==> src/common/alias_cfg_pkg.sv <==
// Package with offsets, field layouts and reset values of the alias/config bank
package alias_cfg_pkg;
    // Register offsets on the serial control bus
    localparam logic [7:0] ADDR_TARGET4_ALIAS = 8'h7a;
    localparam logic [7:0] ADDR_TARGET5_ALIAS = 8'h7b;
    localparam logic [7:0] ADDR_TARGET6_ALIAS = 8'h7c;
    localparam logic [7:0] ADDR_TARGET7_ALIAS = 8'h7d;
    localparam logic [7:0] ADDR_LINK_SEC_CFG = 8'hc2;

    // Alias table shape
    localparam int ALIAS_COUNT = 4;
    localparam int ADDR7_W = 7;
    localparam int ALIAS_LSB = 1;
    localparam logic [6:0] ALIAS_RESET = 7'h00;

    // Configuration field positions
    localparam int CFG_ENH_BIT = 7;
    localparam int CFG_RPT_BIT = 5;
    localparam int CFG_MODE_LSB = 3;
    localparam int CFG_QUAL_BIT = 1;
    localparam logic [7:0] CFG_RESET = 8'h80;

    // Encryption control modes
    localparam logic [1:0] ENC_AUTHENTICATED = 2'h0;
    localparam logic [1:0] ENC_REG_CONTROL = 2'h1;
    localparam logic [1:0] ENC_ALWAYS = 2'h2;
    localparam logic [1:0] ENC_PER_FRAME_INBAND = 2'h3;

    // Verification happens on every sixteenth frame
    localparam logic [3:0] VERIFY_LAST_FRAME = 4'hf;
endpackage

==> src/alias_match.sv <==
// Alias compare and remap for the four remote targets of one link port
`timescale 1ns/1ps
module alias_match
    import alias_cfg_pkg::*;
(
    input wire logic [ADDR7_W-1:0] addr_i,
    input wire logic [ALIAS_COUNT*ADDR7_W-1:0] aliases_i,
    input wire logic [ALIAS_COUNT*ADDR7_W-1:0] target_ids_i,
    output logic hit_o,
    output logic [ADDR7_W-1:0] remap_o
);
    // Lowest matching target wins; a zero alias never matches
    always_comb begin
        logic [ADDR7_W-1:0] al;
        al = '0;
        hit_o = 1'b0;
        remap_o = '0;
        for (int i = ALIAS_COUNT - 1; i >= 0; i--) begin
            al = aliases_i[i*ADDR7_W +: ADDR7_W];
            if ((al != '0) && (al == addr_i)) begin
                hit_o = 1'b1;
                remap_o = target_ids_i[i*ADDR7_W +: ADDR7_W];
            end
        end
    end
endmodule // alias_match

==> src/remote_alias_and_link_cfg_regs.sv <==
// Remote-target alias registers and link security configuration register
//
// Functional notes
// - Four 7-bit alias registers, bit 0 reserved
// - Matching alias remaps to stored target address
// - Zero alias disables that remote target
// - Second port select redirects alias register access
// - Forward remapped 7-bit address over back channel
// - Enhanced verification checks every sixteenth frame
// - Config resets to 0x80, verification enabled
// - Bit 5 enables repeater mode
// - Bits 4:3 select encryption control mode
// - Repeater strap loads mode 11, else 00
// - Qualify 0: detect alone raises interrupt
// - Qualify 1: detect needs receive lock too
// - Interrupt passes only while its enable set
`timescale 1ns/1ps
module remote_alias_and_link_cfg_regs
    import alias_cfg_pkg::*;
(
    input wire logic clk_sys_i,
    input wire logic srst_i,
    // Register access from the serial control bus slave
    input wire logic [7:0] reg_addr_i,
    input wire logic [7:0] reg_wdata_i,
    input wire logic reg_wr_i,
    input wire logic reg_rd_i,
    output logic [7:0] reg_rdata_o,
    output logic reg_rvalid_o,
    // Loose control bits held elsewhere in the register file
    input wire logic second_port_select_i,
    input wire logic receiver_detect_irq_enable_i,
    input wire logic [ALIAS_COUNT*ADDR7_W-1:0] target_ids_p0_i,
    input wire logic [ALIAS_COUNT*ADDR7_W-1:0] target_ids_p1_i,
    // Incoming remote transactions
    input wire logic txn_valid_i,
    input wire logic [ADDR7_W-1:0] txn_addr_i,
    input wire logic txn_port_i,
    output logic fwd_valid_o,
    output logic [ADDR7_W-1:0] fwd_addr_o,
    output logic fwd_port_o,
    output logic txn_reject_o,
    // Video and encryption side
    input wire logic frame_start_i,
    input wire logic authenticated_i,
    input wire logic reg_encrypt_i,
    input wire logic inband_encrypt_i,
    output logic verify_check_o,
    output logic encrypt_frame_o,
    output logic enhanced_verify_enable_o,
    output logic transmitter_repeater_enable_o,
    output logic [1:0] enc_mode_o,
    // Pins
    input wire logic repeater_strap_i,
    input wire logic rx_detect_i,
    input wire logic rx_lock_i,
    output logic receiver_detect_irq_o
);
    // Alias index decode, used for both read and write
    function automatic logic [2:0] alias_slot(input logic [7:0] a);
        case (a)
            ADDR_TARGET4_ALIAS: alias_slot = 3'h4;
            ADDR_TARGET5_ALIAS: alias_slot = 3'h5;
            ADDR_TARGET6_ALIAS: alias_slot = 3'h6;
            ADDR_TARGET7_ALIAS: alias_slot = 3'h7;
            default: alias_slot = 3'h0;
        endcase
    endfunction

    logic [ADDR7_W-1:0] alias_p0_reg [0:ALIAS_COUNT-1];
    logic [ADDR7_W-1:0] alias_p1_reg [0:ALIAS_COUNT-1];
    logic enh_reg;
    logic rpt_reg;
    logic [1:0] mode_reg;
    logic qual_reg;
    logic strap_pend_reg;
    logic [1:0] strap_sync_reg;
    logic [1:0] det_sync_reg;
    logic [1:0] lock_sync_reg;
    logic [3:0] frame_cnt_reg;

    // Address decode
    wire logic [2:0] slot = alias_slot(reg_addr_i);
    wire logic alias_sel = slot[2];
    wire logic [1:0] idx = slot[1:0];
    wire logic cfg_sel = (reg_addr_i == ADDR_LINK_SEC_CFG);
    wire logic alias_wr = reg_wr_i && alias_sel;
    wire logic cfg_wr = reg_wr_i && cfg_sel;

    // Read data; alias bit 0 and cfg bits 6, 2, 0 read as zero
    wire logic [ADDR7_W-1:0] alias_rd = second_port_select_i ?
        alias_p1_reg[idx] : alias_p0_reg[idx];
    wire logic [7:0] cfg_rd = {enh_reg, 1'b0, rpt_reg, mode_reg,
        1'b0, qual_reg, 1'b0};
    wire logic [7:0] rd_mux = alias_sel ? {alias_rd, 1'b0} :
        (cfg_sel ? cfg_rd : 8'h00);

    // Flatten the alias tables for the matcher
    logic [ALIAS_COUNT*ADDR7_W-1:0] flat_p0;
    logic [ALIAS_COUNT*ADDR7_W-1:0] flat_p1;
    always_comb begin
        for (int i = 0; i < ALIAS_COUNT; i++) begin
            flat_p0[i*ADDR7_W +: ADDR7_W] = alias_p0_reg[i];
            flat_p1[i*ADDR7_W +: ADDR7_W] = alias_p1_reg[i];
        end
    end

    // Each transaction is matched against its own port's table
    wire logic [ALIAS_COUNT*ADDR7_W-1:0] sel_aliases =
        txn_port_i ? flat_p1 : flat_p0;
    wire logic [ALIAS_COUNT*ADDR7_W-1:0] sel_ids =
        txn_port_i ? target_ids_p1_i : target_ids_p0_i;
    logic hit;
    logic [ADDR7_W-1:0] remap;

    alias_match u_match (
        .addr_i(txn_addr_i),
        .aliases_i(sel_aliases),
        .target_ids_i(sel_ids),
        .hit_o(hit),
        .remap_o(remap)
    );

    // Detect qualification uses only second-stage synchroniser outputs
    wire logic det_s = det_sync_reg[1];
    wire logic lock_s = lock_sync_reg[1];
    wire logic det_qualified = qual_reg ? (det_s && lock_s) : det_s;

    // Encryption decision per mode
    logic enc_next;
    always_comb begin
        case (mode_reg)
            ENC_AUTHENTICATED: enc_next = authenticated_i;
            ENC_REG_CONTROL: enc_next = reg_encrypt_i;
            ENC_ALWAYS: enc_next = 1'b1;
            ENC_PER_FRAME_INBAND: enc_next = inband_encrypt_i;
            default: enc_next = 1'b0;
        endcase
    end

    // Pin synchronisers; they run through reset so the strap is settled
    always_ff @(posedge clk_sys_i) begin
        strap_sync_reg <= {strap_sync_reg[0], repeater_strap_i};
        det_sync_reg <= {det_sync_reg[0], rx_detect_i};
        lock_sync_reg <= {lock_sync_reg[0], rx_lock_i};
    end

    // Alias tables: writes land in the copy picked by the port select
    always_ff @(posedge clk_sys_i) begin
        if (srst_i) begin
            for (int i = 0; i < ALIAS_COUNT; i++) begin
                alias_p0_reg[i] <= ALIAS_RESET;
                alias_p1_reg[i] <= ALIAS_RESET;
            end
        end else if (alias_wr) begin
            if (second_port_select_i) begin
                alias_p1_reg[idx] <= reg_wdata_i[7:ALIAS_LSB];
            end else begin
                alias_p0_reg[idx] <= reg_wdata_i[7:ALIAS_LSB];
            end
        end
    end

    // Configuration register; the strap is taken one cycle after release
    // because a sync reset cannot load a pin value directly
    always_ff @(posedge clk_sys_i) begin
        if (srst_i) begin
            enh_reg <= CFG_RESET[CFG_ENH_BIT];
            rpt_reg <= CFG_RESET[CFG_RPT_BIT];
            mode_reg <= CFG_RESET[CFG_MODE_LSB +: 2];
            qual_reg <= CFG_RESET[CFG_QUAL_BIT];
            strap_pend_reg <= 1'b1;
        end else begin
            strap_pend_reg <= 1'b0;
            if (cfg_wr) begin
                enh_reg <= reg_wdata_i[CFG_ENH_BIT];
                rpt_reg <= reg_wdata_i[CFG_RPT_BIT];
                mode_reg <= reg_wdata_i[CFG_MODE_LSB +: 2];
                qual_reg <= reg_wdata_i[CFG_QUAL_BIT];
            end else if (strap_pend_reg) begin
                mode_reg <= strap_sync_reg[1] ? ENC_PER_FRAME_INBAND :
                    ENC_AUTHENTICATED;
            end
        end
    end

    // Read port; data holds until the next read
    always_ff @(posedge clk_sys_i) begin
        if (srst_i) begin
            reg_rdata_o <= 8'h00;
            reg_rvalid_o <= 1'b0;
        end else begin
            reg_rvalid_o <= reg_rd_i;
            if (reg_rd_i) begin
                reg_rdata_o <= rd_mux;
            end
        end
    end

    // Forwarding to the back channel, one cycle after the request
    always_ff @(posedge clk_sys_i) begin
        if (srst_i) begin
            fwd_valid_o <= 1'b0;
            fwd_addr_o <= '0;
            fwd_port_o <= 1'b0;
            txn_reject_o <= 1'b0;
        end else begin
            fwd_valid_o <= txn_valid_i && hit;
            txn_reject_o <= txn_valid_i && !hit;
            if (txn_valid_i && hit) begin
                fwd_addr_o <= remap;
                fwd_port_o <= txn_port_i;
            end
        end
    end

    // Frame counter for periodic verification
    always_ff @(posedge clk_sys_i) begin
        if (srst_i) begin
            frame_cnt_reg <= 4'h0;
            verify_check_o <= 1'b0;
        end else begin
            verify_check_o <= frame_start_i && enh_reg &&
                (frame_cnt_reg == VERIFY_LAST_FRAME);
            if (frame_start_i) begin
                frame_cnt_reg <= frame_cnt_reg + 4'h1;
            end
        end
    end

    // Mode outputs and receiver detect interrupt
    always_ff @(posedge clk_sys_i) begin
        if (srst_i) begin
            encrypt_frame_o <= 1'b0;
            enhanced_verify_enable_o <= CFG_RESET[CFG_ENH_BIT];
            transmitter_repeater_enable_o <= CFG_RESET[CFG_RPT_BIT];
            enc_mode_o <= CFG_RESET[CFG_MODE_LSB +: 2];
            receiver_detect_irq_o <= 1'b0;
        end else begin
            encrypt_frame_o <= enc_next;
            enhanced_verify_enable_o <= enh_reg;
            transmitter_repeater_enable_o <= rpt_reg;
            enc_mode_o <= mode_reg;
            receiver_detect_irq_o <= receiver_detect_irq_enable_i &&
                det_qualified;
        end
    end
endmodule // remote_alias_and_link_cfg_regs

==> config.mk <==
export PLATFORM = sky130hd
export DESIGN_NAME = remote_alias_and_link_cfg_regs
export DESIGN_NICKNAME = d
export VERILOG_FILES = /design/src/common/alias_cfg_pkg.sv /design/src/alias_match.sv /design/src/remote_alias_and_link_cfg_regs.sv
export SDC_FILE = /design/constraint.sdc
export NUM_CORES = 1
export LEC_CHECK = 0
export ABC_AREA = 1
export BUFFER_PORTS_ARGS = -buffer_cell sky130_fd_sc_hd__buf_2
export CAP_MARGIN = 20
export CORE_MARGIN = 4
export CORE_UTILIZATION = 39
export CTS_BUF_LIST = sky130_fd_sc_hd__clkbuf_4 sky130_fd_sc_hd__clkbuf_8
export CTS_CLUSTER_DIAMETER = 80
export DETAILED_ROUTE_END_ITERATION = 12
export PLACE_DENSITY = 0.57
export SLEW_MARGIN = 20
export SYNTH_ARGS = -nofsm -noshare
export SYNTH_HDL_FRONTEND = slang
export SYNTH_SLANG_ARGS = --single-unit
export TNS_END_PERCENT = 5
==> constraint.sdc <==
create_clock -name clk_sys_i -period 3.1 [get_ports clk_sys_i]
set_input_delay 0.155 -clock clk_sys_i [delete_from_list [all_inputs] [get_ports clk_sys_i]]
set_output_delay 0.155 -clock clk_sys_i [all_outputs]
set_load 0.02 [all_outputs]
==> flow_metrics.py, run 1 <==
metrics = {
    "placement": {
        "dp_hpwl_um": 13000,
        "pre_cts_ws_ns": 0.701,
        "gp_congestion": 0.882,
        "port_buffers": 117,
    },
    "grt": {
        "grt_antenna_before_repair": 0,
        "grt_max_degree": 46,
        "grt_overflow_total": 0,
        "grt_use_total": 0.202,
        "grt_pass1_wl_um": 26000,
        "grt_pass1_vias": 4860,
    },
    "sta": {
        "rsz0062_at_grt": "false",
        "finalHoldViolCount": 0,
        "finalWorstSetupSlack_ns": 1.12,
        "fin_setup_tns_ns": 0,
        "timing.hold.ws_ns": 0.0228,
        "setup_viol": 0,
        "drv_slew": 0,
        "timing.final.crit_share": 0.638,
        "fmax_mhz": 506,
        "post-route-min-period_ns": 1.98,
        "fin_skew_ns": 0.0109,
        "slew_headroom": 0.541,
        "worst_slew_pin_slew_ns": 0.687,
    },
    "job": {
        "max_cap_viol_count": 0,
    },
    "hold_path": {
        "hold_end": "frame_cnt_reg[1]$_SDFFE_PP0P_",
        "min_from": "frame_start_i",
        "min_path_cells": 2,
        "hold_class": "in2reg",
    },
    "final_layout": {
        "layout_commonest_cell": "nand2_1",
        "fillers": 1474,
        "syn_to_final_growth_pct": 17.4,
        "final_net_count": 1015,
        "layout_common_cells": "nand2_1 (280), buf_2 (117), nor2_1 (98), nand3_1 (83), inv_1 (74)",
        "final_core_util": 0.474,
        "insertedDiodeCount": 0,
        "drive_gt1_frac": 0.175,
    },
    "pwr": {
        "p_comb_frac": 0.148,
        "p_seq_frac": 0.522,
        "ir_worst_vdd_uv": 304,
        "powerDensity_nw_per_um2": 417,
        "swShare": 0.270,
        "clock_power_share": 0.330,
        "power.switching_uw": 751,
        "p_int_uw": 2030,
        "power.leakage_uw": 0.00329,
    },
    "critical_path": {
        "crit-reg2reg-launch": "alias_p1_reg[1][6]$_SDFFCE_PN0P_",
        "max_stage_delay_ns": 0.42,
        "startpoint_type": "input pin",
        "path_max_fanout": 30,
        "rr_worst_depth": 14,
        "crit_path_cell_trace": "buf_2 -> inv_2 -> nand2_1 -> nand2_1 -> nand2_1 -> nand2_1 -> nand3_1 -> nor2_4 -> nand2_4 -> nand2_2 -> nor2_4 -> nor2_8 -> inv_4 -> nand2_1 -> a21oi_1",
        "crit_path_top_delay_cell": "inv_2",
        "worst-r2r-setup-slack_ns": 1.13,
        "r2r-end": "fwd_addr_o[2]$_SDFFE_PP0P_",
        "cp_common_cell": "nand2_1",
        "worstPathArrival_ns": 2.22,
        "crit_type": "in2reg",
        "cp.required_ns": 3.34,
        "end_kind": "register",
    },
    "cts": {
        "insertion_delay_ns": 0.37,
        "htreeDepth": 3,
        "cts-buffers-inserted": 9,
        "tritoncts": "built",
        "cts_num_sinks": 97,
        "postCtsSetupBuffers": 0,
        "cts.clk_slew.worst_paths_ns": 0.10,
        "root_buffer": "clkbuf_8",
        "clockBufferDepth": 2,
    },
    "routing": {
        "drtIter0Drc": 543,
        "viasPerCell": 4.96,
        "wl_met1_um": 7790,
        "dr.pass1.iters": 5,
        "post_drt_wl_per_cell_um": 15.3,
        "drc_errors": 0,
        "wl_met2_um": 7570,
        "top_layer": "met4",
        "drt_wl_total_um": 16900,
        "dr_wl_met3_um": 1280,
        "vias": 5484,
        "final_antenna_net_count": 0,
    },
    "die": {
        "die-area_um2": 16500,
        "row_count": 43,
        "core_um2": 14000,
        "die_h_um": 129,
        "dieWidth_um": 129,
        "num_io_pins": 120,
        "start_util": 0.404,
    },
    "synth": {
        "yosysSeqAreaShare": 0.441,
        "ys_seq_elements": 97,
        "avgSynthCellArea_um2": 7.03,
        "ys_top_cells_by_area": "edfxtp_1 (30%), nand2_1 (19%), dfxtp_1 (14%)",
        "yosysTopAreaCell": "edfxtp_1",
        "synth_nets": 902,
        "postSynthCellCount": 807,
        "synth_top_area_frac": 0.296,
        "ys_warn_count": 0,
        "yosys.cell_types.count": 37,
        "netlist_area_um2": 5680,
    },
    "run_status": {
        "status": "completed",
    },
}
==> power groups by stage <==
stage / registers (µW) / logic [µW] / clock network (µW)
final: 1450 / 410 / 916
after global routing: 1460 / 465 / 989
after CTS: 1450 / 413 / 934
after detailed placement: 1480 / 408 / 0
after global placement: 1480 / 407 / 0
after floorplan: 1470 / 254 / 0
==> stage by stage <==
stage	area [µm²]	total power, µW	cells
final	6660	2780	1105
after global routing	6660	2910	1105
after CTS	6660	2800	1105
after detailed placement	6400	1890	1085
after global placement	6400	1890	1085
after floorplan	5680	1730	807
==> final cells by class <==
type                            instances  area, µm²  share of cell area
Multi-Input combinational cell        601       2710               0.407
Sequential cell                        97       2500               0.376
Timing Repair Buffer                  127        683               0.103
Inverter                               84        318              0.0477
Tap cell                              180        225              0.0338
Clock buffer                           10        131              0.0197
Clock inverter                          6       87.6              0.0132
==> repair_timing <==
action                                 in CTS  in global routing
resized for setup                           0                  0
hold buffers                                4                  0
endpoints found under the hold margin       4                  0
==> routing by layer <==
layer | track usage | up-vias
met1 | 0.292 | 2422
met5 | 0 | -
met4 | 0.0605 | 0
met2 | 0.313 | 196
met3 | 0.0324 | 21
li1 | - | 2845
==> cell usage after synthesis <==
cell type	n
a211oi_1	2
a21oi_1	31
a21oi_2	1
a221oi_1	7
a31oi_1	3
and3_1	2
buf_1	1
buf_2	3
buf_4	4
buf_6	4
clkbuf_1	13
clkinv_1	7
conb_1	1
dfxtp_1	41
edfxtp_1	56
ha_1	1
inv_1	74
inv_2	2
inv_4	1
mux2i_1	7
nand2_1	280
nand2_2	7
nand2_4	3
nand3_1	83
nand4_1	4
nor2_1	98
nor2_2	1
nor2_4	4
nor2_8	1
nor3_1	13
nor4_1	2
o211ai_1	2
o21a_1	2
o21ai_0	37
o21ai_1	2
o22ai_1	4
or2_2	3
==> worst max-delay path by stage <==
stage | startpoint | endpoint | slack, ns | cells past startpoint
final | txn_port_i | fwd_addr_o[2]$_SDFFE_PP0P_ | 1.12 | 15
after global placement | txn_port_i | fwd_addr_o[1]$_SDFFE_PP0P_ | 0.76 | 15
after CTS | txn_port_i | fwd_addr_o[2]$_SDFFE_PP0P_ | 1.10 | 15
after floorplan | second_port_select_i | alias_p1_reg[0][0]$_SDFFCE_PN0P_ | 1.32 | 9
after global routing | txn_port_i | fwd_addr_o[2]$_SDFFE_PP0P_ | 0.84 | 16
after detailed placement | txn_port_i | fwd_addr_o[2]$_SDFFE_PP0P_ | 0.70 | 15
==> worst max-delay path: cells and delay by family <==
family	cells	cell delay, ns
compound gates	1	0.06
simple gates	11	1.26
buf+inv	3	0.72
==> logic make-up (layout without fill, tap and decap cells) <==
group,Yosys count,after routing,share of synthesized area
DFF,97,97,0.441
other,1,1,0.000661
muxes,7,7,0.0123
and+or+nand+nor,501,501,0.373
buffers and inverters,109,227,0.0811
AOI/OAI and AO/OA,91,91,0.0897
adders and majority gates,1,1,0.00220
(Power assumes the default switching activity.)
==> run 2, diff against run 1 <==
Settings changed: PLACE_DENSITY 0.57 to 0.6.
Clock period 3.1 ns to 1.7 ns, I/O delays scaled along.
==> flow_metrics.py, run 2 (synthesis gave the netlist of run 1 again) <==
metrics = {
    "die": {
        "start_util": 0.404,
        "core_um2": 14000,
        "dieWidth_um": 129,
        "die_h_um": 129,
        "row_count": 43,
        "num_io_pins": 120,
        "die-area_um2": 16500,
    },
    "critical_path": {
        "cp-endpoint": "fwd_addr_o[2]$_SDFFE_PP0P_",
        "end_kind": "register",
        "crit-reg2reg-launch": "alias_p1_reg[1][6]$_SDFFCE_PN0P_",
        "crit_start": "alias_p1_reg[1][6]$_SDFFCE_PN0P_",
        "cp_top_family": "simple AND/OR/NAND/NOR gates",
        "worst-r2r-setup-slack_ns": -0.14,
        "startpoint_type": "register",
        "crit_path_cell_trace": "nand2_1 -> o21ai_1 -> nand2_1 -> nand2_1 -> nor2_1 -> nand2_1 -> nor2_4 -> nand2_4 -> nand2_4 -> nor2_4 -> buf_6 -> nor2_4 -> nand3_2 -> a21oi_2",
        "cp_common_cell": "nand2_1",
        "crit_type": "reg2reg",
        "rr_worst_depth": 14,
        "cp.required_ns": 2.03,
        "max_stage_delay_ns": 0.44,
        "critPathBufInv": 1,
        "worstPathArrival_ns": 2.17,
        "r2r-end": "fwd_addr_o[2]$_SDFFE_PP0P_",
        "path_max_fanout": 4,
        "worst-path-stages": 14,
        "crit_path_top_delay_cell": "edfxtp_1",
    },
    "cts": {
        "cts.clk_slew.worst_paths_ns": 0.10,
        "tritoncts": "built",
        "clockBufferDepth": 2,
        "cts_num_sinks": 97,
        "insertion_delay_ns": 0.38,
        "htreeDepth": 3,
        "cts-buffers-inserted": 9,
        "root_buffer": "clkbuf_8",
    },
    "pwr": {
        "ir_worst_vdd_uv": 547,
        "power.leakage_uw": 0.00361,
        "powerDensity_nw_per_um2": 695,
    },
    "grt": {
        "use_met1": 0.283,
        "grt.met3_usage": 0.0291,
        "met2_usage": 0.338,
        "grt_use_total": 0.207,
        "grt_pass1_wl_um": 26700,
        "top_usage_layer": "met2",
        "grt_antenna_before_repair": 0,
        "grt_max_degree": 44,
        "grt_overflow_total": 0,
        "grt_pass1_vias": 5242,
    },
    "hold_path": {
        "hold_class": "in2reg",
    },
    "sta": {
        "finalHoldViolCount": 0,
        "drv_slew": 0,
        "finalWorstSetupSlack_ns": -0.140,
        "setup_viol": 8,
        "fin_skew_ns": 0.0178,
        "post-route-min-period_ns": 1.84,
        "worst_slew_pin_slew_ns": 0.544,
        "rsz0062_at_grt": "true",
        "timing.hold.ws_ns": 0.0783,
        "timing.final.crit_share": 1.08,
        "fmax_mhz": 543,
        "slew_headroom": 0.637,
    },
    "final_layout": {
        "drive_gt1_frac": 0.248,
        "layout_common_cells": "nand2_1 (265), buf_2 (117), nor2_1 (97), nand3_1 (79), inv_1 (73)",
        "fin_area_um2": 7310,
        "final_net_count": 1080,
        "insertedDiodeCount": 0,
        "fillers": 1393,
        "layout_commonest_cell": "nand2_1",
        "syn_to_final_growth_pct": 28.8,
    },
    "placement": {
        "place_area_um2": 6870,
        "port_buffers": 117,
        "gp_congestion": 0.950,
        "pre_cts_ws_ns": -0.135,
        "dp_hpwl_um": 13600,
    },
    "routing": {
        "drtIter0Drc": 423,
        "final_antenna_net_count": 0,
        "dr.pass1.iters": 7,
        "drc_errors": 0,
        "viasPerCell": 4.96,
        "drt_wl_total_um": 17200,
        "vias": 5808,
        "post_drt_wl_per_cell_um": 14.7,
    },
    "run_status": {
        "status": "complete, but fails checks",
        "violations": "negative setup slack",
    },
    "job": {
        "max_cap_viol_count": 0,
    },
}
-- run 2: cell count changes in the layout (fill, tap and decap cells not counted), moves of 4 or more --
cell,previous run,this run
buf_12,1,6
nand2_1,280,265
nand2_2,7,20
inv_4,4,0
dlygate4sd3_1,4,9
nand3_1,83,79
buf_4,5,57
nand3_2,0,4
-- run 2: what timing repair did --
action,CTS,global route
setup buffers,1,4
hold buffers,9,0
endpoints found under the setup margin,9,16
cloned,0,1
resized for setup,5,26
hold endpoints to repair,10,0
pin swaps,2,22
-- run 2: per-layer routing --
metal	vias to the layer above	share of wire	wire (µm)
li1	2978	-	-
met1	2616	0.47	8080
met2	191	0.45	7800
met3	23	0.059	1020
met4	0	0.019	325
met5	-	0	0
-- run 2: area by class of cell --
class                           count  area, µm²  share of cell area
Multi-Input combinational cell    602       2810               0.384
Sequential cell                    97       2500               0.342
Inverter                           84        320              0.0438
Clock inverter                      7       85.1              0.0116
Clock buffer                        9        124              0.0169
Timing Repair Buffer              191       1250               0.171
Tap cell                          180        225              0.0308
-- run 2: power by group --
group          total, µW  switching, µW  internal, µW
registers           2650           74.3          2580
clock network       1580            864           711
logic                855            512           343
-- run 2: worst min path at each step --
stage / slack (ns) / startpoint / cells after the start / endpoint
2_1_floorplan: 0.11 / rx_detect_i / 0 / det_sync_reg[0]$_DFF_P_
3_5_place_dp: 0.19 / rx_lock_i / 1 / lock_sync_reg[0]$_DFF_P_
4_1_cts: 0.04 / txn_valid_i / 3 / txn_reject_o$_SDFF_PP0_
3_3_place_gp: 0.19 / rx_detect_i / 1 / det_sync_reg[0]$_DFF_P_
5_1_grt: 0.09 / reg_addr_i[5] / 4 / reg_rdata_o[1]$_SDFFE_PP0P_
6_report: 0.08 / target_ids_p0_i[3] / 5 / fwd_addr_o[3]$_SDFFE_PP0P_
-- run 2: metrics by stage --
stage          power, µW  utilization  std cells  setup TNS [ns]
3_3_place_gp        3500        0.489       1139           -3.18
2_1_floorplan       3150            -        807         -0.0402
5_1_grt             5320        0.520       1170           -1.96
4_1_cts             5090        0.512       1165          -0.458
3_5_place_dp        3510        0.489       1139           -3.92
6_report            5080        0.520       1170          -0.751
-- run 2: worst register-to-register path: cells and delay by family, from the launching register on --
kind	cells	cell delay, ns
simple gates	11	1.02
flops	1	0.44
compound gates	2	0.23
buf+inv	1	0.11
